<file path="config.mk">
export PLATFORM = sky130hd
export DESIGN_NAME = return_rotate_reset_exec
export DESIGN_NICKNAME = d
export VERILOG_FILES = /design/src/hw/rrr_exec_pkg.sv /design/src/hw/return_stack.sv /design/src/hw/return_rotate_reset_exec.sv
export SDC_FILE = /design/constraint.sdc
export NUM_CORES = 1
export LEC_CHECK = 0
export ABC_AREA = 1
export BUFFER_PORTS_ARGS = -buffer_cell sky130_fd_sc_hd__buf_4
export CORE_MARGIN = 2
export CORE_UTILIZATION = 40
export DETAILED_ROUTE_END_ITERATION = 16
export PLACE_DENSITY = 0.68
export SETUP_SLACK_MARGIN = 0.2
export SYNTH_ARGS = -nofsm -noshare
export SYNTH_HDL_FRONTEND = slang
export SYNTH_SLANG_ARGS = --single-unit
export TNS_END_PERCENT = 50
</file>
<file path="constraint.sdc">
create_clock -name sys_clk -period 3.4 [get_ports sys_clk]
set_input_delay 0.34 -clock sys_clk [delete_from_list [all_inputs] [get_ports sys_clk]]
set_output_delay 0.34 -clock sys_clk [all_outputs]
set_load 0.01 [all_outputs]
</file>
<file path="src/hw/rrr_exec_pkg.sv">
package rrr_exec_pkg;
  // widths
  localparam int unsigned DATA_W = 8;
  localparam int unsigned PC_W = 15;
  localparam int unsigned FADDR_W = 7;
  localparam int unsigned STACK_DEPTH = 16;
  localparam int unsigned SP_W = 4;

  // bit positions
  localparam int unsigned IRQ_EN_BIT = 7; // global_irq_enable in irq_control_reg
  localparam int unsigned MSB_BIT = 7;

  // destination select encodings
  localparam logic DEST_W = 1'b0;
  localparam logic DEST_F = 1'b1;

  // cycle counts
  localparam logic [1:0] RET_CYCLES = 2'h2;
  localparam logic [1:0] ROT_CYCLES = 2'h1;

  // reset values
  localparam logic [PC_W-1:0] PC_RST = 15'h0000;
  localparam logic [SP_W-1:0] SP_RST = 4'hf;
  localparam logic [DATA_W-1:0] W_RST = 8'h00;

  // operations offered by the decoder
  typedef enum logic [4:0] {
    OP_NONE = 5'h00,
    OP_SOFT_RESET = 5'h01,
    OP_RETURN_FROM_IRQ = 5'h02,
    OP_RETURN = 5'h04,
    OP_RETURN_WITH_LITERAL = 5'h08,
    OP_ROTATE_LEFT_CARRY = 5'h10
  } op_type;

  // execution state, one-hot
  typedef enum logic [2:0] {
    ST_IDLE = 3'b001,
    ST_RET2 = 3'b010,
    ST_RESET = 3'b100
  } state_type;
endpackage

</file>
<file path="src/hw/return_stack.sv">
`timescale 1ns/1ps
module return_stack
  import rrr_exec_pkg::*;
#(
  parameter int unsigned DEPTH = STACK_DEPTH,
  parameter int unsigned AW = SP_W,
  parameter int unsigned WIDTH = PC_W
) (
  // clock and reset
  input wire logic sys_clk,
  input wire logic rst_n,
  // push side, driven by call logic outside
  input wire logic push,
  input wire logic [WIDTH-1:0] push_data,
  // pop side
  input wire logic pop,
  // registered top entry and pointer
  output logic [WIDTH-1:0] top_of_stack,
  output logic [AW-1:0] stack_ptr
);
  // ----------------------------------------
  // storage and pointer
  // ----------------------------------------
  typedef struct packed {
    logic [AW-1:0] sp;
    logic [WIDTH-1:0] top;
  } stk_state_type;

  logic [WIDTH-1:0] mem [DEPTH];
  stk_state_type st_ff, nxt_st;
  logic [AW-1:0] up_ptr;
  logic [AW-1:0] dn_ptr;

  assign up_ptr = st_ff.sp + AW'(1);
  assign dn_ptr = st_ff.sp - AW'(1);

  // pop wins over push; the core never asks for both at once
  always_comb begin
    nxt_st = st_ff;
    if (pop) begin
      nxt_st.sp = dn_ptr;
      nxt_st.top = mem[dn_ptr];
    end else if (push) begin
      nxt_st.sp = up_ptr;
      nxt_st.top = push_data;
    end
  end

  // memory array holds no reset, only the pointer and the top register do
  always_ff @(posedge sys_clk) begin
    if (push && !pop) begin
      mem[up_ptr] <= push_data;
    end
  end

  always_ff @(posedge sys_clk or negedge rst_n) begin
    if (!rst_n) begin
      st_ff <= '{sp: SP_RST, top: PC_RST};
    end else begin
      st_ff <= nxt_st;
    end
  end

  assign top_of_stack = st_ff.top;
  assign stack_ptr = st_ff.sp;
endmodule

</file>
<file path="src/hw/return_rotate_reset_exec.sv">
`timescale 1ns/1ps
module return_rotate_reset_exec
  import rrr_exec_pkg::*;
#(
  parameter int unsigned DW = DATA_W,
  parameter int unsigned PW = PC_W,
  parameter int unsigned FW = FADDR_W
) (
  // clock and reset
  input wire logic sys_clk,
  input wire logic rst_n,
  // decoded instruction
  input wire logic op_valid,
  input wire op_type op_code,
  input wire logic [DW-1:0] literal,
  input wire logic [FW-1:0] file_addr,
  input wire logic dest_sel,
  // file register read data, addressed by file_addr
  input wire logic [DW-1:0] file_rdata,
  // call side pushes into the stack
  input wire logic stack_push,
  input wire logic [PW-1:0] stack_push_data,
  // incoming interrupt control and power-on style sets of the flag
  input wire logic [DW-1:0] irq_control_in,
  input wire logic irq_control_load,
  input wire logic soft_reset_flag_set,
  // execution status
  output logic busy,
  output logic device_reset_req,
  // program counter and stack
  output logic [PW-1:0] pc,
  output logic pc_load,
  output logic [SP_W-1:0] stack_ptr,
  // accumulator and status
  output logic [DW-1:0] accumulator,
  output logic carry,
  // file register write port
  output logic file_we,
  output logic [FW-1:0] file_waddr,
  output logic [DW-1:0] file_wdata,
  // control flags
  output logic [DW-1:0] irq_control_reg,
  output logic global_irq_enable,
  output logic soft_reset_flag_low
);
  // ----------------------------------------
  // state
  // ----------------------------------------
  typedef struct packed {
    state_type fsm;
    logic [PW-1:0] pc;
    logic pc_load;
    logic [DW-1:0] w;
    logic c;
    logic fwe;
    logic [FW-1:0] fwa;
    logic [DW-1:0] fwd;
    logic [DW-1:0] irq_ctl;
    logic flag_n;
    logic rst_req;
    logic [PW-1:0] ret_addr;
  } exec_state_type;

  exec_state_type st_ff, nxt_st;
  logic pop;
  logic is_return;
  logic [PW-1:0] stk_top;
  logic [DW-1:0] rot_val;
  logic take;

  // ----------------------------------------
  // stack
  // ----------------------------------------
  return_stack #(
    .DEPTH(STACK_DEPTH),
    .AW(SP_W),
    .WIDTH(PW)
  ) u_stack (
    .sys_clk(sys_clk),
    .rst_n(rst_n),
    .push(stack_push),
    .push_data(stack_push_data),
    .pop(pop),
    .top_of_stack(stk_top),
    .stack_ptr(stack_ptr)
  );

  // ----------------------------------------
  // instruction accept and return decode
  // ----------------------------------------
  // new instructions are only taken in idle, so busy stalls the decoder;
  // an op offered while busy is simply dropped, the decoder must hold it
  assign take = op_valid && (st_ff.fsm == ST_IDLE);

  // the three returns share one pop; every other op leaves the stack alone
  always_comb begin
    case (op_code)
      OP_RETURN_FROM_IRQ: is_return = 1'b1;
      OP_RETURN: is_return = 1'b1;
      OP_RETURN_WITH_LITERAL: is_return = 1'b1;
      default: is_return = 1'b0;
    endcase
  end

  // pop in the accept cycle so the pointer has moved by the second cycle
  assign pop = take && is_return;
  // old carry into bit zero, old msb out to carry
  assign rot_val = {file_rdata[DW-2:0], st_ff.c};

  // ----------------------------------------
  // next state
  // ----------------------------------------
  always_comb begin
    nxt_st = st_ff;
    nxt_st.fwe = 1'b0;
    nxt_st.pc_load = 1'b0;
    nxt_st.rst_req = 1'b0;
    if (irq_control_load) begin
      nxt_st.irq_ctl = irq_control_in;
    end
    // a power-on style set from outside; the instruction's clear wins below
    if (soft_reset_flag_set) begin
      nxt_st.flag_n = 1'b1;
    end
    // the stack register moves to the older entry on the pop edge, so the
    // address being popped is caught here while it is still on top
    if (pop) begin
      nxt_st.ret_addr = stk_top;
    end
    case (st_ff.fsm)
      ST_IDLE: begin
        if (take) begin
          case (op_code)
            OP_SOFT_RESET: begin
              nxt_st.flag_n = 1'b0;
              nxt_st.rst_req = 1'b1;
              nxt_st.fsm = ST_RESET;
            end
            OP_RETURN_FROM_IRQ: begin
              nxt_st.irq_ctl[IRQ_EN_BIT] = 1'b1;
              nxt_st.fsm = ST_RET2;
            end
            OP_RETURN: begin
              nxt_st.fsm = ST_RET2;
            end
            OP_RETURN_WITH_LITERAL: begin
              nxt_st.w = literal;
              nxt_st.fsm = ST_RET2;
            end
            // rotate touches carry only; zero and digit carry stay untouched
            OP_ROTATE_LEFT_CARRY: begin
              nxt_st.c = file_rdata[MSB_BIT];
              if (dest_sel == DEST_W) begin
                nxt_st.w = rot_val;
              end else begin
                nxt_st.fwe = 1'b1;
                nxt_st.fwa = file_addr;
                nxt_st.fwd = rot_val;
              end
            end
            default: begin
              nxt_st.fsm = ST_IDLE;
            end
          endcase
        end
      end
      // second cycle: the address caught at the pop goes out with its strobe
      ST_RET2: begin
        nxt_st.pc = st_ff.ret_addr;
        nxt_st.pc_load = 1'b1;
        nxt_st.fsm = ST_IDLE;
      end
      // hold the request; the system reset pulls rst_n and ends this state
      ST_RESET: begin
        nxt_st.rst_req = 1'b1;
        nxt_st.flag_n = 1'b0;
      end
      default: begin
        nxt_st.fsm = ST_IDLE;
      end
    endcase
  end

  // ----------------------------------------
  // registers
  // ----------------------------------------
  always_ff @(posedge sys_clk or negedge rst_n) begin
    if (!rst_n) begin
      // the flag comes up set: only the instruction clears it, and a device
      // reset that must keep the cleared flag needs outside logic to hold it
      st_ff <= '{fsm: ST_IDLE, pc: PC_RST, pc_load: 1'b0, w: W_RST, c: 1'b0,
        fwe: 1'b0, fwa: '0, fwd: '0, irq_ctl: '0, flag_n: 1'b1, rst_req: 1'b0,
        ret_addr: PC_RST};
    end else begin
      st_ff <= nxt_st;
    end
  end

  // ----------------------------------------
  // outputs
  // ----------------------------------------
  // busy straight from the state register, so the decoder sees it early
  assign busy = (st_ff.fsm != ST_IDLE);
  assign device_reset_req = st_ff.rst_req;
  assign pc = st_ff.pc;
  assign pc_load = st_ff.pc_load;
  assign accumulator = st_ff.w;
  assign carry = st_ff.c;
  assign file_we = st_ff.fwe;
  assign file_waddr = st_ff.fwa;
  assign file_wdata = st_ff.fwd;
  assign irq_control_reg = st_ff.irq_ctl;
  assign global_irq_enable = st_ff.irq_ctl[IRQ_EN_BIT];
  assign soft_reset_flag_low = st_ff.flag_n;
endmodule

</file>
Word-level counts from Yosys, hierarchy flattened
Memory sizes are Yosys's and may differ from the RTL's.
Cells that the tools add are included.
{"block": "classes", "add_sub_neg": 2, "eq_ne": 12, "n_mux": 21, "bitwise": 1, "n_reduce_logical": 11}
{"op": "$mux 19", "count": 2}
{"op": "$mux 17", "count": 2}
{"op": "$mux 16", "count": 2}
{"op": "$mux 8", "count": 2}
{"op": "$pmux 8 s2", "count": 1}
{"op": "$pmux 3 s3", "count": 1}
{"op": "$reduce_and 4->1", "count": 2}
{"op": "$mux 1", "count": 6}
{"op": "$ne 2x2->1 const B", "count": 3}
{"op": "$pmux 3 s2", "count": 1}
{"op": "$reduce_and 3->1", "count": 2}
{"op": "$eq 5x1->1 const B", "count": 1}
{"op": "$eq 5x2->1 const B", "count": 1}
{"op": "$eq 5x3->1 const B", "count": 1}
{"op": "$eq 5x4->1 const B", "count": 1}
{"op": "$eq 5x5->1 const B", "count": 1}
{"op": "$add 4x1->4 const B", "count": 1}
{"op": "$mux 2", "count": 2}
{"op": "$pmux 2 s2", "count": 1}
{"op": "$reduce_bool 2->1", "count": 2}
{"op": "$sub 4x1->4 const B", "count": 1}
{"op": "$eq 3x1->1 const B", "count": 1}
{"op": "$eq 3x2->1 const B", "count": 1}
{"op": "$eq 3x3->1 const B", "count": 1}
{"op": "6 further kinds", "count": 8}
{"block": "word_totals", "register_bits": 88, "ram_bits": 240, "elab_cells": 63, "mem_count": 1}
{"memory": "u_stack.mem", "words": 16, "width": 15, "rd": 1, "rd_ports_with_merged_regs": 0, "write_ports": 1, "line_no": "return_stack.sv:29", "text": "logic [WIDTH-1:0] mem [DEPTH];"}

Depth between registers and ports, before layout
Gate-level depths: netlist of the first run.
{"block": "logic_depth", "ltp_word": 8, "ltp_mapped": 15, "mapped_depth_nobuf": 10}

Modules after synthesis
A second synthesis of the first run with hierarchy kept.
{"block": "hier_totals", "hier_cells": 1280, "hier_area_um2": 14024.7}
{"mod": "return_stack", "instances": 1, "cells_per_inst": 911, "area_per_inst_um2": 10710.3, "seq_area_each_um2": 7687.4}
{"mod": "return_rotate_reset_exec", "instances": 1, "cells_per_inst": 369, "area_per_inst_um2": 3314.4, "seq_area_each_um2": 1729.2}

Least setup slack after synthesis of the first run
OpenSTA, ideal clock, no wires.
{"block": "synth_path", "path_type": "register -> register", "start": "register u_stack.st_ff (netlist bit u_stack.stack_ptr[0])", "end": "memory u_stack.mem[12][0] (netlist name) (enable)", "setup_ns": 0.406, "arrival_ns": 2.463, "path_slack_ns": 0.531, "stages_incl_launch_ff": 7, "n_path_buf": 2, "period_less_slack_ns": 2.869, "cell_sequence": "dfstp_2 > buf_2 > buf_2 > nand3_1 > xor2_2 > nand2_1 > nor3_1"}
{"block": "synth_between", "elab_chain_cells": 1}
{"element": "start: declaration", "line_no": "return_stack.sv:30", "text": "stk_state_type st_ff, nxt_st;"}
{"element": "start signal: assignment", "line_no": "return_stack.sv:58", "text": "st_ff <= '{sp: SP_RST, top: PC_RST};"}
{"element": "start signal: assignment", "line_no": "return_stack.sv:60", "text": "st_ff <= nxt_st;"}
{"element": "$add 4x1->4", "line_no": "return_stack.sv:34", "text": "assign up_ptr = st_ff.sp + AW'(1);"}
{"element": "end: declaration", "line_no": "return_stack.sv:29"}
Every way passes these cells.

Worst setup path in the final report of the first run
{"block": "layout_path", "start": "register u_stack.st_ff (netlist bit u_stack.stack_ptr[0])", "end": "register u_stack.st_ff (netlist bit u_stack.top_of_stack[8])"}
{"block": "layout_between", "elab_chain_cells": 3}
{"element": "$sub 4x1->4", "line_no": "return_stack.sv:35", "text": "assign dn_ptr = st_ff.sp - AW'(1);"}
{"element": "$mem_v2 16x15"}
{"element": "$mux 19", "line_no": "return_stack.sv:40", "text": "if (pop) begin"}
Every way passes these cells.
A chain may end at the register's enable or synchronous reset.

==> run_results.csv, run 1 <==
group,metric,value,unit
status,status,"completed",
timing,finalSetupViolations,0,
detailed_routing,totalWireLength,33300,um
detailed_routing,drtAntennaViolNets,0,
timing,holdWs,0.0275,ns
critical_path,regToRegSetupSlack,0.67,ns
detailed_routing,drt_iter0_markers,883,
pwr,p_leak,0.00745,uW
clock_network,hold_buffers,5,
global_routing,grt_pass1_vias,9570,
clock_network,cts.path.max_buffers,3,
cells_and_area,reg.largest.list,"u_stack.mem x240, st_ff x18",
cells_and_area,finish.net_count,1589,
timing,hold_viol,0,
clock_network,ctsResizeCount,0,
floorplanning,die-area,37700,um2
placed_design,place.gp.congestion,0.842,
pwr,ir_drop,0.000718,V
global_routing,grt_max_degree,99,
floorplanning,die_h,194,um
cells_and_area,largest_reg_flops,240,
cells_and_area,fillers,3237,
flow_run,cap_violations,0,
critical_path,cp-end-kind,"flop",
cells_and_area,regMostFlops,"u_stack.mem",
clock_network,cts_root_buf,"clkbuf_16",
cells_and_area,drive_above_1_share,0.153,
critical_path,worst_ep_required_time,3.79,ns
cells_and_area,area_delta_synth_final,15.9,%
critical_path,worstSetupPathType,"reg -> reg",
placed_design,dp_hpwl,20600,um
timing,worst_slew_pin_slew,1.12,ns
clock_network,cts_tree,"built",
yosys,netlist_area,14500,um2
timing,rsz0062_at_grt,"false",
clock_network,cts.sinks,328,
global_routing,grt_pass1_wl,53400,um
yosys,synth-seq-cells,328,
floorplanning,core-area,35600,um2
floorplanning,die_w,194,um
yosys,syn_avg_cell_area,9.93,um2
yosys,synth_top_area_share,0.499,
pwr,power_density,787,nW/um2
detailed_routing,route.detailed.drc,0,
timing,finalMaxSlewViolations,0,
clock_network,path_clk_slew,0.06,ns
critical_path,critPathMaxFanout,44,
global_routing,grt_usage,0.178,
yosys,synth.distinct_cells,35,
clock_network,htreeDepth,2,
global_routing,antenna_found_initial,0,
detailed_routing,vias,9873,
timing,skew,0.0296,ns
critical_path,arrival,3.12,ns
critical_path,critPathLaunchType,"flop",
floorplanning,fp-row-count,69,
detailed_routing,viasPerCell,4.90,
global_routing,overflow,0,
yosys,ys_seq_area_frac,0.651,
timing,period_minus_slack,2.73,ns
floorplanning,io_pins,115,
timing,final.setup.tns,0,ns
detailed_routing,firstDrtPassIters,6,
clock_network,post_cts_buffers,0,
yosys,ys_warn_count,0,
yosys,syn_inst,1455,
timing,fin_crit_sh,0.802,
detailed_routing,wire_per_inst,16.6,um
min_path,min_path_type,"in -> async",
yosys,syn-num-nets,1518,
placed_design,io_buffers,114,
timing,relSlewSlack,0.250,
clock_network,clk_latency,0.53,ns
floorplanning,start_util,0.406,
timing,max_freq,0.367,GHz
yosys,synth_top_cell_by_area,"edfxtp_1",
cells_and_area,antenna_cells,0,
clock_network,cts-buffers-inserted,35,
yosys,yosys-top-cells-area,"edfxtp_1 (50%), dfrtp_1 (14%), nand2_1 (11%)",
[kinds of logic after synthesis]
group	count (synthesis)	share of synthesized area
AO/OA/AOI/OAI	74	0.0269
XOR/XNOR	4	0.00346
adder cells (fa/ha/maj)	5	0.00433
buffers and inverters	321	0.0995
flip-flops	328	0.651
multiplexers	8	0.00615
AND/OR/NAND/NOR	715	0.208
[worst max-delay path: stages (launching register included)]
cell and delay [ns]:
dfstp_4 0.76, inv_2 0.06, ha_2 0.60, buf_4 0.53, nor2_1 0.10, nand2_1 0.08, nand3_1 0.07, nand3_1 0.17
nand3_1 0.09, nand2_1 0.09, nand2_1 0.05
[through the flow]
step	setup slack, ns	std cells	total power [uW]	utilization	area (um2)
after CTS	0.689	2013	13300	0.471	16700
after detailed placement	0.706	1945	9410	0.437	15500
after global routing	0.522	2013	14000	0.471	16700
after floorplan	0.531	1455	7990	-	14500
after global placement	0.760	1945	9340	0.437	15500
final	0.673	2013	13200	0.471	16700
[placed cells by master, fill, tap and decap left out, drive strengths merged]
master	count
nand2	431
edfxtp	240
inv	210
nand3	175
buf	140
nor2	103
dfrtp	82
o21ai	58
clkbuf	48
a21oi	16
clkinv	11
mux2	7
dfstp	6
dlygate4sd3	5
ha	5
nor3	4
bufinv	3
xor2	3
nand4	2
mux2i	1
xnor2	1
clkinvlp	1
[synthesized netlist by cell type, drive strengths merged]
library cell / n
xnor2: 1
o21ai: 58
edfxtp: 240
nor2: 103
buf: 89
clkinv: 1
clkbuf: 22
a21oi: 16
ha: 5
mux2: 7
inv: 209
nand3: 175
nand2: 431
nand4: 2
mux2i: 1
dfrtp: 82
nor3: 4
dfstp: 6
xor2: 3
[final timing paths]
path                                       from                      end  depth (start not counted)
max                        u_stack.stack_ptr[0]  u_stack.top_of_stack[8]                         10
min                                       rst_n            file_wdata[6]                          1
max reg2reg                u_stack.stack_ptr[0]  u_stack.top_of_stack[8]                         10
min reg2reg                       file_waddr[2]            file_waddr[2]                          2
max in group asynchronous                 rst_n  u_stack.top_of_stack[2]                          1
min in group sys_clk              file_rdata[7]                    carry                          3
[layout make-up]
type                    instances  area (um2)  share of cell area
clock inverters                15         173              0.0103
inverters                     210         788              0.0471
flip-flops and latches        328        9420               0.563
multi-input cells             806        3620               0.216
clock buffers                  48         987              0.0590
repair buffers                145        1180              0.0702
well taps                     461         577              0.0344
[where the power goes]
part	leakage (uW)	internal (uW)	total (uW)	switching [uW]
Clock	0.000566	2280	3810	1540
Combinational	0.00365	1370	4480	3100
Sequential	0.00324	4720	4890	169
[routing by layer]
metal  vias to the layer above  routed length [um]  global-route usage
li1                       4748                   -                   -
met2                       408               15100               0.282
met5                         -                   0                   0
met4                         0                 898              0.0626
met3                        56                2560              0.0320
met1                      4661               14800               0.248
Power figures use the tool's default switching activity.
==> run 2, diff against run 1 <==
--- a/config.mk
+++ b/config.mk
@@ -5,7 +5,7 @@
 export SDC_FILE = /design/constraint.sdc
 export NUM_CORES = 1
 export LEC_CHECK = 0
-export ABC_AREA = 1
+export ABC_AREA = 0
 export BUFFER_PORTS_ARGS = -buffer_cell sky130_fd_sc_hd__buf_4
 export CORE_MARGIN = 2
 export CORE_UTILIZATION = 40
==> constraint.sdc (replaced) <==
create_clock -name sys_clk -period 2.7 [get_ports sys_clk]
set_input_delay 0.27 -clock sys_clk [delete_from_list [all_inputs] [get_ports sys_clk]]
set_output_delay 0.27 -clock sys_clk [all_outputs]
set_load 0.01 [all_outputs]
==> run_results.csv, run 2 <==
group,metric,value,unit
clock_network,cts.sinks,328,
timing,rsz0062_at_grt,"true",
timing,max_freq,0.401,GHz
timing,holdWs,0.0150,ns
global_routing,grt_pass1_vias,7074,
pwr,ir_drop,0.000676,V
yosys,synth.distinct_cells,42,
placed_design,placed_area,14700,um2
clock_network,cts.path.max_buffers,3,
floorplanning,io_pins,115,
placed_design,place_inst,1221,
cells_and_area,layout_commonest_cell,"edfxtp_1",
clock_network,path_clk_slew,0.06,ns
yosys,yosys-top-cells-area,"edfxtp_1 (54%), dfrtp_1 (15%), mux4_2 (10%)",
min_path,min_path_type,"in -> reg",
detailed_routing,vias,6773,
timing,period_minus_slack,2.49,ns
cells_and_area,antenna_cells,0,
yosys,ys_seq_area_frac,0.711,
detailed_routing,wire_per_inst,21.1,um
yosys,syn_inst,702,
critical_path,worst_ep_required_time,3.08,ns
timing,hold_viol,0,
cells_and_area,final_cell_mix,"edfxtp_1 (240), buf_4 (160), dfrtp_1 (82)",
yosys,async_reset_ff_frac,0.268,
clock_network,cts-buffers-inserted,35,
flow_run,cap_violations,0,
yosys,syn-num-nets,765,
cells_and_area,area_delta_synth_final,21.6,%
yosys,synth-seq-cells,328,
cells_and_area,regMostFlops,"u_stack.mem",
detailed_routing,drt_iter0_markers,518,
clock_network,clk_latency,0.50,ns
global_routing,grt_max_degree,38,
yosys,yosysMostFrequentCell,"edfxtp_1",
critical_path,critPathMaxFanout,13,
clock_network,htreeDepth,2,
detailed_routing,totalWireLength,27700,um
cells_and_area,fin_util,0.495,
cells_and_area,fin_cells,1310,
pwr,p_leak,0.00592,uW
clock_network,cts_root_buf,"clkbuf_16",
floorplanning,start_util,0.407,
critical_path,cp-end-kind,"flop",
detailed_routing,route.detailed.drc,0,
clock_network,cts_tree,"built",
placed_design,place.gp.congestion,0.751,
floorplanning,core-area,32500,um2
pwr,power_density,1110,nW/um2
yosys,syn_avg_cell_area,18.9,um2
placed_design,dp_hpwl,17700,um
global_routing,overflow,0,
global_routing,grt_usage,0.162,
timing,finalMaxSlewViolations,0,
timing,fin_crit_sh,0.924,
global_routing,grt_pass1_wl,42100,um
floorplanning,die-area,34600,um2
yosys,netlist_area,13200,um2
placed_design,io_buffers,114,
timing,worst_slew_pin_slew,1.11,ns
floorplanning,fp-row-count,66,
cells_and_area,finish.net_count,908,
pwr,total_power,17900,uW
timing,finalSetupViolations,0,
yosys,ys_warn_count,0,
timing,relSlewSlack,0.255,
yosys,synth_top_area_share,0.544,
cells_and_area,drive_above_1_share,0.431,
detailed_routing,drtAntennaViolNets,0,
detailed_routing,firstDrtPassIters,4,
cells_and_area,reg.largest.list,"u_stack.mem x240, st_ff x18",
yosys,synth_ff_type,"edfxtp_1",
cells_and_area,fin_area,16100,um2
yosys,netlist_top_cells_count,"edfxtp_1 (240), dfrtp_1 (82), mux4_2 (60), buf_4 (53), mux2_2 (47)",
yosys,synth-edff-count,240,
cells_and_area,largest_reg_flops,240,
critical_path,arrival,2.87,ns
yosys,synth_top_cell_by_area,"edfxtp_1",
detailed_routing,viasPerCell,5.17,
floorplanning,die_h,186,um
status,status,"completed",
critical_path,critPathLaunchType,"flop",
critical_path,worstSetupPathType,"reg -> reg",
timing,skew,0.0109,ns
floorplanning,die_w,186,um
global_routing,antenna_found_initial,0,
-- run 2: repair_timing --
action,4_1_cts,5_1_grt
endpoints found under the setup margin,41,63
hold endpoints to repair,48,0
buffers inserted,5,6
gates resized for setup,3,6
gates cloned,0,1
hold buffers,17,0
pin swaps,1,4
-- run 2: worst max-delay path: stages, from the launching register on --
cell and delay, ns:
dfstp_2 0.59, inv_2 0.10, ha_4 0.37, buf_12 0.19, mux4_2 0.52, a22o_1 0.26
a221oi_2 0.24, a21oi_1 0.10
-- run 2: final cells by class --
cell class / instances / area (um2)
Clock buffer: 46 / 990
Sequential cell: 328 / 9420
Clock inverter: 14 / 119
Fill cell: 2644 / 16400
Multi-Input combinational cell: 288 / 3440
Inverter: 5 / 18.8
Tap cell: 442 / 553
Timing Repair Buffer: 187 / 1570
-- run 2: final timing paths --
path                                       from                      end  slack [ns]  depth (start not counted)
max                        u_stack.stack_ptr[0]  u_stack.top_of_stack[2]        0.21                          7
min                                  stack_push     u_stack.stack_ptr[1]        0.02                          2
max reg2reg                u_stack.stack_ptr[0]  u_stack.top_of_stack[2]        0.21                          7
min reg2reg                           st_ff[11]                st_ff[11]        0.48                          1
max in group asynchronous                 rst_n      soft_reset_flag_low        1.75                          3
min in group asynchronous                 rst_n       irq_control_reg[0]        0.27                          2
-- run 2: cell families (layout without fill, tap and decap cells) --
logic type | after synthesis | in the layout | share of synthesized area
buffers and inverters | 86 | 252 | 0.0432
AO/OA/AOI/OAI | 73 | 73 | 0.0457
XOR/XNOR | 8 | 8 | 0.00586
multiplexers | 128 | 128 | 0.159
AND/OR/NAND/NOR | 74 | 74 | 0.0310
flip-flops | 328 | 328 | 0.711
adder cells (fa/ha/maj) | 5 | 5 | 0.00472
-- run 2: metal layers --
| layer | vias to the layer above | wire, um | GRT usage |
|---|---|---|---|
| met5 | - | 0 | 0 |
| met4 | 0 | 468 | 0.0394 |
| met3 | 41 | 1960 | 0.0295 |
| met2 | 242 | 13200 | 0.267 |
| met1 | 3451 | 12000 | 0.224 |
| li1 | 3039 | - | - |
-- run 2: power by group --
part | internal [uW] | switching (uW)
registers | 6140 | 248
clock network | 2760 | 1850
logic | 3530 | 3350
total | 12400 | 5440
-- run 2: metrics by stage --
stage                     setup TNS [ns]  setup slack, ns
after floorplan                   -49.82           -0.366
after global routing                   0            0.122
after global placement                 0           0.0260
after CTS                              0            0.190
final                                  0            0.205
after detailed placement               0           0.0838
